--- src/shared/smch_pkg.sv ---
/*
 * Constants for the stepper motion command handler: frame layout, opcodes,
 * frame lengths, node count and frame buffer depth.
 * Assumes it is compiled before the design files that reference it.
 */
package smch_pkg;
    // Address byte layout
    localparam logic [1:0] ADDR_TOP = 2'h3;
    localparam int ADDR_FUSE_LSB = 2;
    localparam int ADDR_PIN_BIT = 1;
    // Opcodes
    localparam logic [7:0] OP_OTP_PROGRAM = 8'h90;
    localparam logic [7:0] OP_TARGET_MOVE = 8'h8b;
    localparam logic [7:0] OP_GENTLE_HALT = 8'h8f;
    localparam logic [7:0] OP_ABRUPT_HALT = 8'h85;
    localparam logic [7:0] OP_FULL_STATUS_ONE = 8'h81;
    localparam logic [7:0] OP_REFERENCE_SEEK = 8'h88;
    localparam logic [7:0] FILLER = 8'hff;
    localparam logic [4:0] OTP_IDX_TOP = 5'h1f;
    // Frame lengths in bytes
    localparam logic [3:0] LEN_SIX = 4'h6;
    localparam logic [3:0] LEN_TWO = 4'h2;
    localparam logic [3:0] LEN_SEEK = 4'h9;
    // Node address range
    localparam int NODE_COUNT = 32;
    // Frame byte buffer depth
    localparam int FRAME_DEPTH = 9;
endpackage

--- src/design/smch_top.sv ---
/*
 * Command decoder of a micro-stepping motion controller on a two-wire bus.
 * Assumes a byte receiver (on the link clock) delivers bytes with a toggle
 * strobe and frame end as a level; strobe and level are synchronised here, the data byte is not.
 */
`timescale 1ns/1ps
// What this block does
// - Address byte: 11, four fused bits, pin level, then zero.
// - Program frame: address, 0x90, two 0xff, index byte, fuse pattern.
// - Move frame: address, 0x8b, two 0xff, position high then low.
// - Target is relative to zero, in units set by step resolution.
// - Moves are ignored while thermal, undervoltage, lost step or fault set.
// - Gentle halt (address, 0x8f) decelerates to minimum speed then stops.
// - Over-temperature triggers the same gentle halt by itself.
// - First status read clears shutdown; device then accepts motion.
// - Seek started with actual equal to first target deadlocks.
// - After second seek motion, actual position becomes zero.
// - Node address distinguishes up to 32 devices.
// - Fused address bits start at zero until programmed.
// - Electrical fault is coil A fault OR coil B fault.
// - Coil fault set by overcurrent or open load on that coil.
// - Switch input affects no state machine or command.
// - Deadlock left only by abrupt halt then first status read.
module smch_top (
    input wire logic clk_sys,
    input wire logic rst_n,
    input wire logic link_clk,
    input wire logic byte_tgl,
    input wire logic [7:0] byte_data,
    input wire logic frame_active,
    input wire logic hardwired_address_pin,
    input wire logic thermal_shutdown_flag,
    input wire logic undervoltage_flag,
    input wire logic lost_step_flag,
    input wire logic coil_a_overcurrent,
    input wire logic coil_a_open_load,
    input wire logic coil_b_overcurrent,
    input wire logic coil_b_open_load,
    input wire logic [1:0] step_resolution,
    input wire logic seek_second_done,
    input wire logic [15:0] actual_position,
    input wire logic switch_input,
    output logic [15:0] target_position,
    output logic [1:0] target_resolution,
    output logic move_start,
    output logic gentle_halt_cmd,
    output logic abrupt_halt_cmd,
    output logic reference_seek_cmd,
    output logic actual_position_clear,
    output logic otp_program_cmd,
    output logic [2:0] otp_byte_index,
    output logic [7:0] otp_pattern,
    output logic [3:0] fused_node_address,
    output logic shutdown_state,
    output logic deadlock_state,
    output logic coil_a_fault_flag,
    output logic coil_b_fault_flag,
    output logic electrical_fault_flag,
    output logic switch_status_flag,
    output logic frame_dropped
);
    typedef enum logic [2:0] {
        SMCH_IDLE, SMCH_RECV, SMCH_READ, SMCH_EXEC
    } smch_state_t;

    typedef struct packed {
        smch_state_t st;
        logic [2:0] s_tgl;
        logic [1:0] s_act;
        logic [1:0] s_pin;
        logic [1:0] s_sw;
        logic [1:0] s_lck;
        logic [3:0] cnt;
        logic [3:0] rd_idx;
        logic [7:0] op;
        logic [15:0] tpos;
        logic [15:0] pbuf;
        logic [1:0] tres;
        logic move;
        logic ghalt;
        logic ahalt;
        logic seek;
        logic pclr;
        logic otp;
        logic [2:0] oidx;
        logic [7:0] opat;
        logic [3:0] fuse;
        logic shut;
        logic dlock;
        logic halted;
        logic fa;
        logic fb;
        logic ef;
        logic sw;
        logic drop;
        logic tsd_d;
    } smch_reg_t;

    smch_reg_t r_ff, nxt_r;
    logic [7:0] rd_byte;
    logic wr_en;

    // Frame bytes land in the store as each synchronised strobe arrives
    assign wr_en = (r_ff.s_tgl[2] ^ r_ff.s_tgl[1]) && r_ff.s_act[1];

    smch_frame_mem #(.DEPTH(smch_pkg::FRAME_DEPTH)) i_smch_frame_mem (
        .clk_sys(clk_sys),
        .wr_en(wr_en),
        .wr_addr(r_ff.cnt),
        .wr_data(byte_data),
        .rd_addr(r_ff.rd_idx),
        .rd_data(rd_byte)
    );

    // Required frame length per opcode; zero marks an unknown opcode
    function automatic logic [3:0] need_len(input logic [7:0] op);
        case (op)
            smch_pkg::OP_OTP_PROGRAM: need_len = smch_pkg::LEN_SIX;
            smch_pkg::OP_TARGET_MOVE: need_len = smch_pkg::LEN_SIX;
            smch_pkg::OP_GENTLE_HALT: need_len = smch_pkg::LEN_TWO;
            smch_pkg::OP_ABRUPT_HALT: need_len = smch_pkg::LEN_TWO;
            smch_pkg::OP_FULL_STATUS_ONE: need_len = smch_pkg::LEN_TWO;
            smch_pkg::OP_REFERENCE_SEEK: need_len = smch_pkg::LEN_SEEK;
            default: need_len = 4'h0;
        endcase
    endfunction

    always_comb
    begin
        nxt_r = r_ff;
        // Two-stage synchronisers; only the last stages are read.
        // Byte data is assumed stable while the strobe crosses.
        nxt_r.s_tgl = {r_ff.s_tgl[1:0], byte_tgl};
        nxt_r.s_act = {r_ff.s_act[0], frame_active};
        nxt_r.s_pin = {r_ff.s_pin[0], hardwired_address_pin};
        nxt_r.s_sw = {r_ff.s_sw[0], switch_input};
        nxt_r.s_lck = {r_ff.s_lck[0], link_clk};
        nxt_r.move = 1'b0;
        nxt_r.ghalt = 1'b0;
        nxt_r.ahalt = 1'b0;
        nxt_r.seek = 1'b0;
        nxt_r.pclr = 1'b0;
        nxt_r.otp = 1'b0;
        nxt_r.drop = 1'b0;
        nxt_r.tsd_d = thermal_shutdown_flag;
        // Switch level is only mirrored for status reads, nothing uses it
        nxt_r.sw = r_ff.s_sw[1];
        // Coil flags are sticky, set wins; cleared by a first status read
        nxt_r.fa = r_ff.fa | coil_a_overcurrent | coil_a_open_load;
        nxt_r.fb = r_ff.fb | coil_b_overcurrent | coil_b_open_load;
        // Over-temperature rising edge halts gently by itself
        if (thermal_shutdown_flag && !r_ff.tsd_d)
        begin
            nxt_r.ghalt = 1'b1;
            nxt_r.shut = 1'b1;
        end
        if (undervoltage_flag || lost_step_flag || r_ff.ef)
            nxt_r.shut = 1'b1;
        // Second seek motion done: zero the actual position
        if (seek_second_done)
            nxt_r.pclr = 1'b1;
        case (r_ff.st)
            SMCH_IDLE:
            begin
                nxt_r.cnt = 4'h0;
                if (r_ff.s_act[1])
                    nxt_r.st = SMCH_RECV;
            end
            SMCH_RECV:
            begin
                if (wr_en && r_ff.cnt != 4'hf)
                    nxt_r.cnt = r_ff.cnt + 4'h1;
                if (!r_ff.s_act[1] && !wr_en)
                begin
                    nxt_r.rd_idx = 4'h0;
                    nxt_r.st = SMCH_READ;
                end
            end
            SMCH_READ:
            begin
                // Walk the stored bytes; check address then opcode
                nxt_r.rd_idx = r_ff.rd_idx + 4'h1;
                if (r_ff.rd_idx == 4'h1)
                begin
                    // rd_byte holds byte 0 now
                    if (rd_byte[7:6] != smch_pkg::ADDR_TOP
                        || rd_byte[5:2] != r_ff.fuse
                        || rd_byte[1] != r_ff.s_pin[1]
                        || rd_byte[0] != 1'b0)
                    begin
                        nxt_r.drop = 1'b1;
                        nxt_r.st = SMCH_IDLE;
                    end
                end
                else if (r_ff.rd_idx == 4'h2)
                begin
                    nxt_r.op = rd_byte;
                    if (need_len(rd_byte) == 4'h0
                        || r_ff.cnt < need_len(rd_byte))
                    begin
                        nxt_r.drop = 1'b1;
                        nxt_r.st = SMCH_IDLE;
                    end
                end
                else if (r_ff.rd_idx == 4'h3 || r_ff.rd_idx == 4'h4)
                begin
                    if ((r_ff.op == smch_pkg::OP_OTP_PROGRAM
                        || r_ff.op == smch_pkg::OP_TARGET_MOVE)
                        && rd_byte != smch_pkg::FILLER)
                    begin
                        nxt_r.drop = 1'b1;
                        nxt_r.st = SMCH_IDLE;
                    end
                end
                else if (r_ff.rd_idx == 4'h5)
                begin
                    // Staged only; outputs change when the command runs
                    nxt_r.pbuf = {r_ff.pbuf[7:0], rd_byte};
                    if (r_ff.op == smch_pkg::OP_OTP_PROGRAM
                        && rd_byte[7:3] != smch_pkg::OTP_IDX_TOP)
                    begin
                        nxt_r.drop = 1'b1;
                        nxt_r.st = SMCH_IDLE;
                    end
                end
                else if (r_ff.rd_idx == 4'h6 || r_ff.rd_idx == 4'h7)
                begin
                    // Seek shifts once more so bytes 5 and 6 remain
                    nxt_r.pbuf = {r_ff.pbuf[7:0], rd_byte};
                end
                if (r_ff.rd_idx == 4'h2 && nxt_r.st == SMCH_READ
                    && need_len(rd_byte) == smch_pkg::LEN_TWO)
                    nxt_r.st = SMCH_EXEC;
                if (r_ff.rd_idx == 4'h6
                    && r_ff.op != smch_pkg::OP_REFERENCE_SEEK)
                    nxt_r.st = SMCH_EXEC;
                if (r_ff.rd_idx == 4'h7)
                    nxt_r.st = SMCH_EXEC;
            end
            SMCH_EXEC:
            begin
                nxt_r.st = SMCH_IDLE;
                case (r_ff.op)
                    smch_pkg::OP_TARGET_MOVE:
                        // Refused under any shutdown cause or while locked
                        if (!thermal_shutdown_flag && !undervoltage_flag
                            && !lost_step_flag && !r_ff.ef
                            && !r_ff.shut && !r_ff.dlock)
                        begin
                            nxt_r.move = 1'b1;
                            nxt_r.tpos = r_ff.pbuf;
                            nxt_r.tres = step_resolution;
                        end
                    smch_pkg::OP_GENTLE_HALT:
                        nxt_r.ghalt = 1'b1;
                    smch_pkg::OP_ABRUPT_HALT:
                    begin
                        nxt_r.ahalt = 1'b1;
                        nxt_r.halted = 1'b1;
                    end
                    smch_pkg::OP_FULL_STATUS_ONE:
                    begin
                        // Report then leave shutdown; a fault still present sets it again a cycle later
                        nxt_r.shut = 1'b0;
                        nxt_r.fa = coil_a_overcurrent | coil_a_open_load;
                        nxt_r.fb = coil_b_overcurrent | coil_b_open_load;
                        if (r_ff.halted)
                        begin
                            nxt_r.dlock = 1'b0;
                            nxt_r.halted = 1'b0;
                        end
                    end
                    smch_pkg::OP_REFERENCE_SEEK:
                        if (!r_ff.dlock)
                        begin
                            nxt_r.seek = 1'b1;
                            // Byte 5/6 hold first target; equal: locked
                            if (r_ff.pbuf == actual_position)
                                nxt_r.dlock = 1'b1;
                        end
                    smch_pkg::OP_OTP_PROGRAM:
                    begin
                        nxt_r.otp = 1'b1;
                        nxt_r.oidx = r_ff.pbuf[10:8];
                        nxt_r.opat = r_ff.pbuf[7:0];
                        // Fuses only ever go from zero to one
                        if (r_ff.pbuf[10:8] == 3'h2)
                            nxt_r.fuse = r_ff.fuse | r_ff.pbuf[3:0];
                    end
                    default:
                        nxt_r.drop = 1'b1;
                endcase
                // Any command other than another abrupt halt between halt and status read voids the halt
                if (r_ff.op != smch_pkg::OP_ABRUPT_HALT)
                    nxt_r.halted = 1'b0;
            end
            default:
                nxt_r.st = SMCH_IDLE;
        endcase
        // Taken after any clear, so a stale fault cannot re-arm shutdown
        nxt_r.ef = nxt_r.fa | nxt_r.fb;
    end

    // Fresh parts power up with zero fused address, shut down
    always_ff @(posedge clk_sys or negedge rst_n)
    begin
        if (!rst_n)
        begin
            r_ff <= '0;
            r_ff.st <= SMCH_IDLE;
            r_ff.fuse <= 4'h0;
            r_ff.shut <= 1'b1;
        end
        else
            r_ff <= nxt_r;
    end

    assign target_position = r_ff.tpos;
    assign target_resolution = r_ff.tres;
    assign move_start = r_ff.move;
    assign gentle_halt_cmd = r_ff.ghalt;
    assign abrupt_halt_cmd = r_ff.ahalt;
    assign reference_seek_cmd = r_ff.seek;
    assign actual_position_clear = r_ff.pclr;
    assign otp_program_cmd = r_ff.otp;
    assign otp_byte_index = r_ff.oidx;
    assign otp_pattern = r_ff.opat;
    assign fused_node_address = r_ff.fuse;
    assign shutdown_state = r_ff.shut;
    assign deadlock_state = r_ff.dlock;
    assign coil_a_fault_flag = r_ff.fa;
    assign coil_b_fault_flag = r_ff.fb;
    assign electrical_fault_flag = r_ff.ef;
    assign switch_status_flag = r_ff.sw;
    assign frame_dropped = r_ff.drop;
endmodule

--- src/design/smch_frame_mem.sv ---
/*
 * Small byte store holding the bytes of the frame being received.
 * Assumes one writer and one reader on the system clock; read is registered.
 */
`timescale 1ns/1ps
module smch_frame_mem #(
    parameter int DEPTH = 9
)
(
    input wire logic clk_sys,
    input wire logic wr_en,
    input wire logic [3:0] wr_addr,
    input wire logic [7:0] wr_data,
    input wire logic [3:0] rd_addr,
    output logic [7:0] rd_data
);
    logic [7:0] mem [DEPTH];

    initial
    begin
        if (DEPTH < 9 || DEPTH > 16)
            $error("smch_frame_mem: DEPTH must be 9..16");
    end

    // Storage with registered read, no reset needed for data
    always_ff @(posedge clk_sys)
    begin
        if (wr_en && (int'(wr_addr) < DEPTH))
            mem[wr_addr] <= wr_data;
        rd_data <= (int'(rd_addr) < DEPTH) ? mem[rd_addr] : 8'hff;
    end
endmodule

--- config.mk ---
export PLATFORM = sky130hd
export DESIGN_NAME = smch_top
export DESIGN_NICKNAME = d
export VERILOG_FILES = /design/src/shared/smch_pkg.sv /design/src/design/smch_top.sv /design/src/design/smch_frame_mem.sv
export SDC_FILE = /design/constraint.sdc
export NUM_CORES = 1
export LEC_CHECK = 0
export ABC_AREA = 1
export BUFFER_PORTS_ARGS = -buffer_cell sky130_fd_sc_hd__buf_2
export CAP_MARGIN = 30
export CORE_MARGIN = 3
export CORE_UTILIZATION = 30
export CTS_CLUSTER_SIZE = 14
export DETAILED_ROUTE_END_ITERATION = 7
export PLACE_DENSITY = 0.44
export SLEW_MARGIN = 20
export SYNTH_ARGS = -nofsm -noshare
export SYNTH_HDL_FRONTEND = slang
export SYNTH_SLANG_ARGS = --single-unit
--- constraint.sdc ---
create_clock -name clk_sys -period 2.3 [get_ports clk_sys]
set_input_delay 0.575 -clock clk_sys [delete_from_list [all_inputs] [get_ports clk_sys]]
set_output_delay 0.575 -clock clk_sys [all_outputs]
set_load 0.1 [all_outputs]
* After elaboration in Yosys (flattened, before gate mapping)
Memories as Yosys holds them, arrays and structs flattened. A register that Yosys moved wholly into a read port is not among the register bits.
Index checks and enable logic that the tools add are counted.
** Storage, ports and cells
- Word-level logic and storage cells :: 199
- Bits in writable memories :: 72
- Memories :: 1
- Output and inout port bits :: 46
- Flip-flop bits (word level) :: 92
** Cells by class
- Add/subtract/negate cells :: 2
- Equality and inequality tests :: 38
- Reduce and logical (&&, ||, !) cells :: 54
- Multiplexer cells :: 60
- Magnitude comparators :: 3
- Bitwise operators :: 12
** Memory list
- i_smch_frame_mem.mem :: words 9, bits a word 8, rd ports 1, clocked after Yosys merged registers in 1, write ports 1, RTL line smch_frame_mem.sv:17 : logic [7:0] mem [DEPTH];
** Operators with widths (count)
- 8-bit == test (second input constant) :: 12
- 16-bit 2-to-1 mux :: 3
- 3-bit 2-to-1 mux :: 14
- 4-bit 2-to-1 mux :: 8
- 1-bit 2-to-1 mux :: 25
- 8-bit != test (second input constant) :: 3
- 21-bit 2-to-1 mux :: 1
- 16-bit == test :: 1
- 4-bit by 3-bit == test with 1-bit output (second input constant) :: 4
- 4-bit one-hot mux with 2 select lines :: 2
- 1-bit logical AND :: 15
- 3-bit by 2-bit == test with 1-bit output (second input constant) :: 4
- 4-bit by 2-bit == test with 1-bit output (second input constant) :: 3
- 4-bit one-hot mux with 3 select lines :: 1
- 3-bit AND reduction :: 4
- 1-bit zero test :: 10
- 2-bit != test (second input constant) :: 5
- 2-bit AND reduction :: 5
- 1-bit logical OR :: 9
- 3-bit one-hot mux with 3 select lines :: 1
- 4-bit by 1-bit adder with 4-bit output (second input constant) :: 2
- 4-bit < comparator (second input constant) :: 2
- 2-bit nonzero test :: 4
- 1-bit OR :: 7
- 19 further kinds :: 24

* Depth between registers and ports, before layout
- Depth after elaboration :: 19
- Mapped depth :: 19
- Mapped depth without buffers :: 19

* By module
Synthesis repeated with hierarchy kept, for this count alone.
** Unflattened totals
- Cell total of the unflattened synthesis :: 832
- Area total of the unflattened synthesis :: 7811.2 um^2
** By module, submodules not included
- smch_top :: times used 1, cells each 521, seq. area each 2303.5 um^2, area each 4471.8 um^2
- smch_frame_mem :: times used 1, cells each 311, seq. area each 2322.2 um^2, area each 3339.5 um^2

* Worst setup path before layout
Ideal clock, no wire load.
- Path kind :: register to register
- Start point :: register r_ff[76] (netlist bit)
- End point :: memory i_smch_frame_mem.mem[8][0], enable pin
- Required time :: 1905 ps
- Clock period less this slack :: 2237 ps
- Arrival :: 1842 ps
- Stages on the path, launching flop included :: 5
- Buffers on the path :: 0
- Setup time :: 395 ps
- Setup slack :: 63 ps
- Path through :: dfrtp_1 inv_1 ha_1 o2111ai_1 nor4_1
** On the way
- Cells in the longest elaborated chain, start to end :: 4
** RTL lines
- start: declaration :: RTL line smch_top.sv:99 : smch_reg_t r_ff, nxt_r;
- start signal: assignment :: RTL line smch_top.sv:315 : r_ff <= nxt_r;
- 4-bit < comparator :: RTL line smch_frame_mem.sv:28 : if (wr_en && (int'(wr_addr) < DEPTH))
- 1-bit logical AND :: RTL line smch_frame_mem.sv:28
- 1-bit 2-to-1 mux :: RTL line smch_frame_mem.sv:28
- 1-bit 2-to-1 mux (not written as such) :: RTL line smch_frame_mem.sv:29 : mem[wr_addr] <= wr_data;
- end: declaration :: RTL line smch_frame_mem.sv:17
Parallel ways exist; a longest one is shown, timed or not.

* Final worst setup path
- Start point :: register i_smch_frame_mem.rd_data[4] (read register of i_smch_frame_mem.mem)
- End point :: register r_ff[91] (netlist bit)
** On the way
- Cells in the longest elaborated chain, start to end :: 19
- Elaborated cells between the ends (all ways) :: 41
- Those cells by class :: 1 x order compare; 11 x eq/ne; 18 x mux; 11 x reduce/logical
** RTL lines
- start: declaration :: RTL line smch_frame_mem.sv:15 : output logic [7:0] rd_data
- 8-bit == test :: RTL line smch_top.sv:117 : case (op)
- 3-bit OR reduction (no line) / 2-bit OR reduction (equally long branches)
- 4-bit one-hot mux with 3 select lines :: RTL line smch_top.sv:117
- 4-bit 2-to-1 mux :: RTL line smch_top.sv:195 : else if (r_ff.rd_idx == 4'h2)
- 4-bit 2-to-1 mux :: RTL line smch_top.sv:183 : if (r_ff.rd_idx == 4'h1)
- 4-bit 2-to-1 mux :: RTL line smch_top.sv:162 : case (r_ff.st)
- 4-bit < comparator / 4-bit zero test (equally long branches) :: RTL line smch_top.sv:199, smch_top.sv:198
- 1-bit logical OR :: RTL line smch_top.sv:199 : || r_ff.cnt < need_len(rd_byte))
- [... 3 more ...]
- 3-bit 2-to-1 mux :: RTL line smch_top.sv:162
- 3-bit by 2-bit == test with 1-bit output :: RTL line smch_top.sv:231 : if (r_ff.rd_idx == 4'h2 && nxt_r.st == SMCH_READ
- 1-bit logical AND :: RTL line smch_top.sv:231
- 1-bit logical AND :: RTL line smch_top.sv:232 : && need_len(rd_byte) == smch_pkg::LEN_TWO)
- 3-bit 2-to-1 mux (*) :: RTL line smch_top.sv:231
- 3-bit 2-to-1 mux (*) :: RTL line smch_top.sv:234 : if (r_ff.rd_idx == 4'h6
- 3-bit 2-to-1 mux (*) :: RTL line smch_top.sv:237 : if (r_ff.rd_idx == 4'h7)
- 3-bit one-hot mux with 3 select lines (*) :: RTL line smch_top.sv:162
Mark *: on every way between the ends. The rest lies on a longest branch, timed or not. The select of a mux whose other input is x is not followed.
A chain may end at the register's enable or synchronous reset.

==> results_dict.tcl <==
set metrics [dict create \
    fin_nets 881 \
    synthTopCellsByArea "dfrtp_1, edfxtp_1, nand2_1" \
    synthArstFlopShare 0.535 \
    synth_area_um2 7570 \
    antenna_cells 0 \
    min_period_over_period 0.880 \
    first_iter_violations 326 \
    synth_top_area_frac 0.301 \
    cts_setup_buffers 0 \
    p_leak_uw 0.00383 \
    grt_pass1_wl_mm 28.2 \
    dp_hpwl_mm 12.6 \
    synth_fp_nets 803 \
    totalWireLength_mm 17.6 \
    p_per_area_nw_per_um2 915 \
    postCtsHoldBufs 0 \
    cts_made_buffers 17 \
    cpMaxStageDelayCell "dfxtp_1" \
    setup_viol 0 \
    worstSetupPathType "reg -> reg" \
    final_util 0.363 \
    nFillCells 2539 \
    slew_headroom 0.506 \
    io_pins 87 \
    cts.sinks 172 \
    cts-root-buf "clkbuf_16" \
    tns_ns 0 \
    yosysWarnings 0 \
    die-height_um 165 \
    tightest_slew_ns 0.742 \
    path_buf_inv 1 \
    status "finished clean" \
    vdd_drop_max_uv 504 \
    ant_nets 0 \
    die_w_um 165 \
    grt_antenna_before_repair 0 \
    crit_chain "inv_2 > nand2_1 > nor2_4 > nand2_1 > nand2_1 > a21oi_1 > ha_1 > nand2_1 > nand2_1 > nand2_1 > nand2_1 > nand2_1 > nand2_2 > nand3_1 > nand2_1 > nand2_1 > nand2_1 > nand2_1 > nand2_1" \
    drive_above_1_share 0.223 \
    synth_flop_cell "dfrtp_1" \
    rsz0062_at_grt "no" \
    via_count 5179 \
    globalplace.congestion 0.730 \
    clkTransAtPathRegs_ns 0.07 \
    insertion_delay_ns 0.43 \
    fin_crit_ns 2.02 \
    synthToLayoutAreaGrowth_pct 17.8 \
    ctsResizeCount 0 \
    fp-row-count 57 \
    grt_max_degree 39 \
    endpoint_kind "register" \
    cpLargestDelayFamily "simple AND/OR/NAND/NOR gates" \
    grt_usage 0.135 \
    syn-instance-count 749 \
    initial_utilization 0.308 \
    grt_pass1_vias 5121 \
    crit_required_ns 2.62 \
    slew_violations 0 \
    yosysUniqueCellTypes 45 \
    fmax_mhz 494 \
    synth-seq-area-share 0.611 \
    port_buffers 85 \
    viasPerCell 4.45 \
    yosys.area.top_type "dfrtp_1" \
    grt_overflow_total 0 \
    multi_input_area_um2 2320 \
    die_area_um2 27200 \
    avgSynthCellArea_um2 10.1 \
    core_area_um2 24500 \
    synth_edf_count 72 \
    skew_ns 0.0118 \
    drv_cap 0 \
    ys_ff_latch 172 \
    hold_viol_final 0 \
    route.detailed.drc 0 \
    regArea_um2 4630 \
    avgRoutedWirePerCell_um 15.1 \
    h-tree-depth 4 \
    critical_path.max_fanout 5 \
    cts_tree "built" \
    cpPeakStageDelay_ns 0.37 \
    path_common_cell "nand2_1" \
    firstDrtPassIters 4 \
    arrival_ns 2.35 \
    start_kind "register" \
    clock_path_buffers 2 \
    hp-class "in -> async" \
]
==> final timing paths <==
kind	start	to	slack, ns	depth (start not counted)
max in group asynchronous	rst_n	r_ff[73]	1.61	2
hold reg to reg	nxt_r[87]	r_ff[87]	0.35	0
hold / removal	rst_n	otp_byte_index[0]	0.12	1
min in group clk_sys	hardwired_address_pin	nxt_r[85]	0.25	1
setup reg to reg	i_smch_frame_mem.rd_data[4]	r_ff[91]	0.28	19
setup / recovery	i_smch_frame_mem.rd_data[4]	r_ff[91]	0.28	19
==> synth_stat cells (2+ instances only) <==
cell type  count
o21ai_2        6
o21ai_0       59
buf_2          6
inv_1         58
buf_4         34
nand3_1       24
nor3_1        14
o21ai_1       26
o22ai_1       16
nor3_4         2
clkinv_1       2
xor2_1         6
nor3_2         3
o2111ai_1      2
inv_2         16
clkbuf_1      10
nor2_2         5
nand2_1      148
nor2_1        68
ha_1          13
buf_6          2
xnor2_1       10
a21oi_1       17
edfxtp_1      72
nor4_1         8
nand2_2        2
dfxtp_1        8
nand4_1        5
dfrtp_1       91
==> flip-flops by register name, summed over array words and instances, names as in the netlist, 2 cells and up <==
| name | flops |
|---|---|
| fused_node_address | 4 |
| target_position | 16 |
| otp_pattern | 8 |
| i_smch_frame_mem.mem | 72 |
| otp_byte_index | 3 |
| target_resolution | 2 |
| r_ff | 40 |
| i_smch_frame_mem.rd_data | 8 |
| nxt_r | 6 |
==> power by group <==
group | switching (µW) | internal [µW] | total, µW
Combinational | 1150 | 549 | 1700
Clock | 1380 | 1460 | 2840
Sequential | 202 | 3420 | 3620
==> through the flow <==
| step | power (µW) | cell area (µm²) | setup WS [ns] | cells | hold WS, ns |
|---|---|---|---|---|---|
| 2_1_floorplan | 4760 | 7570 | 0.0634 | 749 | 0.279 |
| 3_3_place_gp | 5410 | 8310 | 0.184 | 1132 | 0.333 |
| 3_5_place_dp | 5410 | 8310 | 0.173 | 1132 | 0.337 |
| 4_1_cts | 8280 | 8900 | 0.174 | 1164 | 0.127 |
| 5_1_grt | 8680 | 8910 | 0.00164 | 1164 | 0.145 |
| 6_report | 8150 | 8910 | 0.276 | 1164 | 0.122 |
==> placed cells by master, fill, tap and decap left out, drive strengths merged <==
cell,n
nand2,150
buf,112
dfrtp,91
o21ai,91
inv,81
nor2,75
edfxtp,72
nand3,25
nor3,19
a21oi,17
clkbuf,17
o22ai,16
ha,13
xnor2,10
nor4,8
dfxtp,8
clkinv,7
xor2,6
nand4,5
clkinvlp,3
o2111ai,2
nor3b,2
a21o,1
o311ai,1
o31ai,1
or2,1
a31oi,1
a32oi,1
a22o,1
o32ai,1
conb,1
dfstp,1
==> layout make-up <==
type / instances / area share
clock inverter: 15 / 0.0185
timing repair buffer: 112 / 0.0764
clock buffer: 17 / 0.0477
tap: 324 / 0.0455
multi-input combinational: 448 / 0.261
sequential: 172 / 0.519
inverter: 76 / 0.0320
==> worst register-to-register path, delay by kind of cell (launching register included) <==
family | cells | cell delay [ns]
buffers and inverters | 1 | 0.10
flip-flops | 1 | 0.37
AND/OR/NAND/NOR | 16 | 1.08
adder cells (fa/ha/maj) | 1 | 0.29
AO/OA/AOI/OAI | 1 | 0.06
==> logic make-up (layout without fill, tap and decap cells) <==
kind of cell               after synthesis  in the layout  synth area share
and+or+nand+nor                        285            285             0.166
DFF                                    172            172             0.611
AOI/OAI and AO/OA                      133            133            0.0984
buffers and inverters                  129            220            0.0838
xor gates and xnor gates                16             16            0.0185
adders and majority gates               13             13            0.0215
other                                    1              1          0.000496
==> per-layer routing <==
| layer | wire (µm) | GRT usage | vias up |
|---|---|---|---|
| li1 | - | - | 2629 |
| met1 | 8330 | 0.180 | 2431 |
| met2 | 8300 | 0.224 | 103 |
| met3 | 745 | 0.0271 | 16 |
| met4 | 188 | 0.0366 | 0 |
| met5 | 0 | 0 | - |
Power figures use the tool's default switching activity.
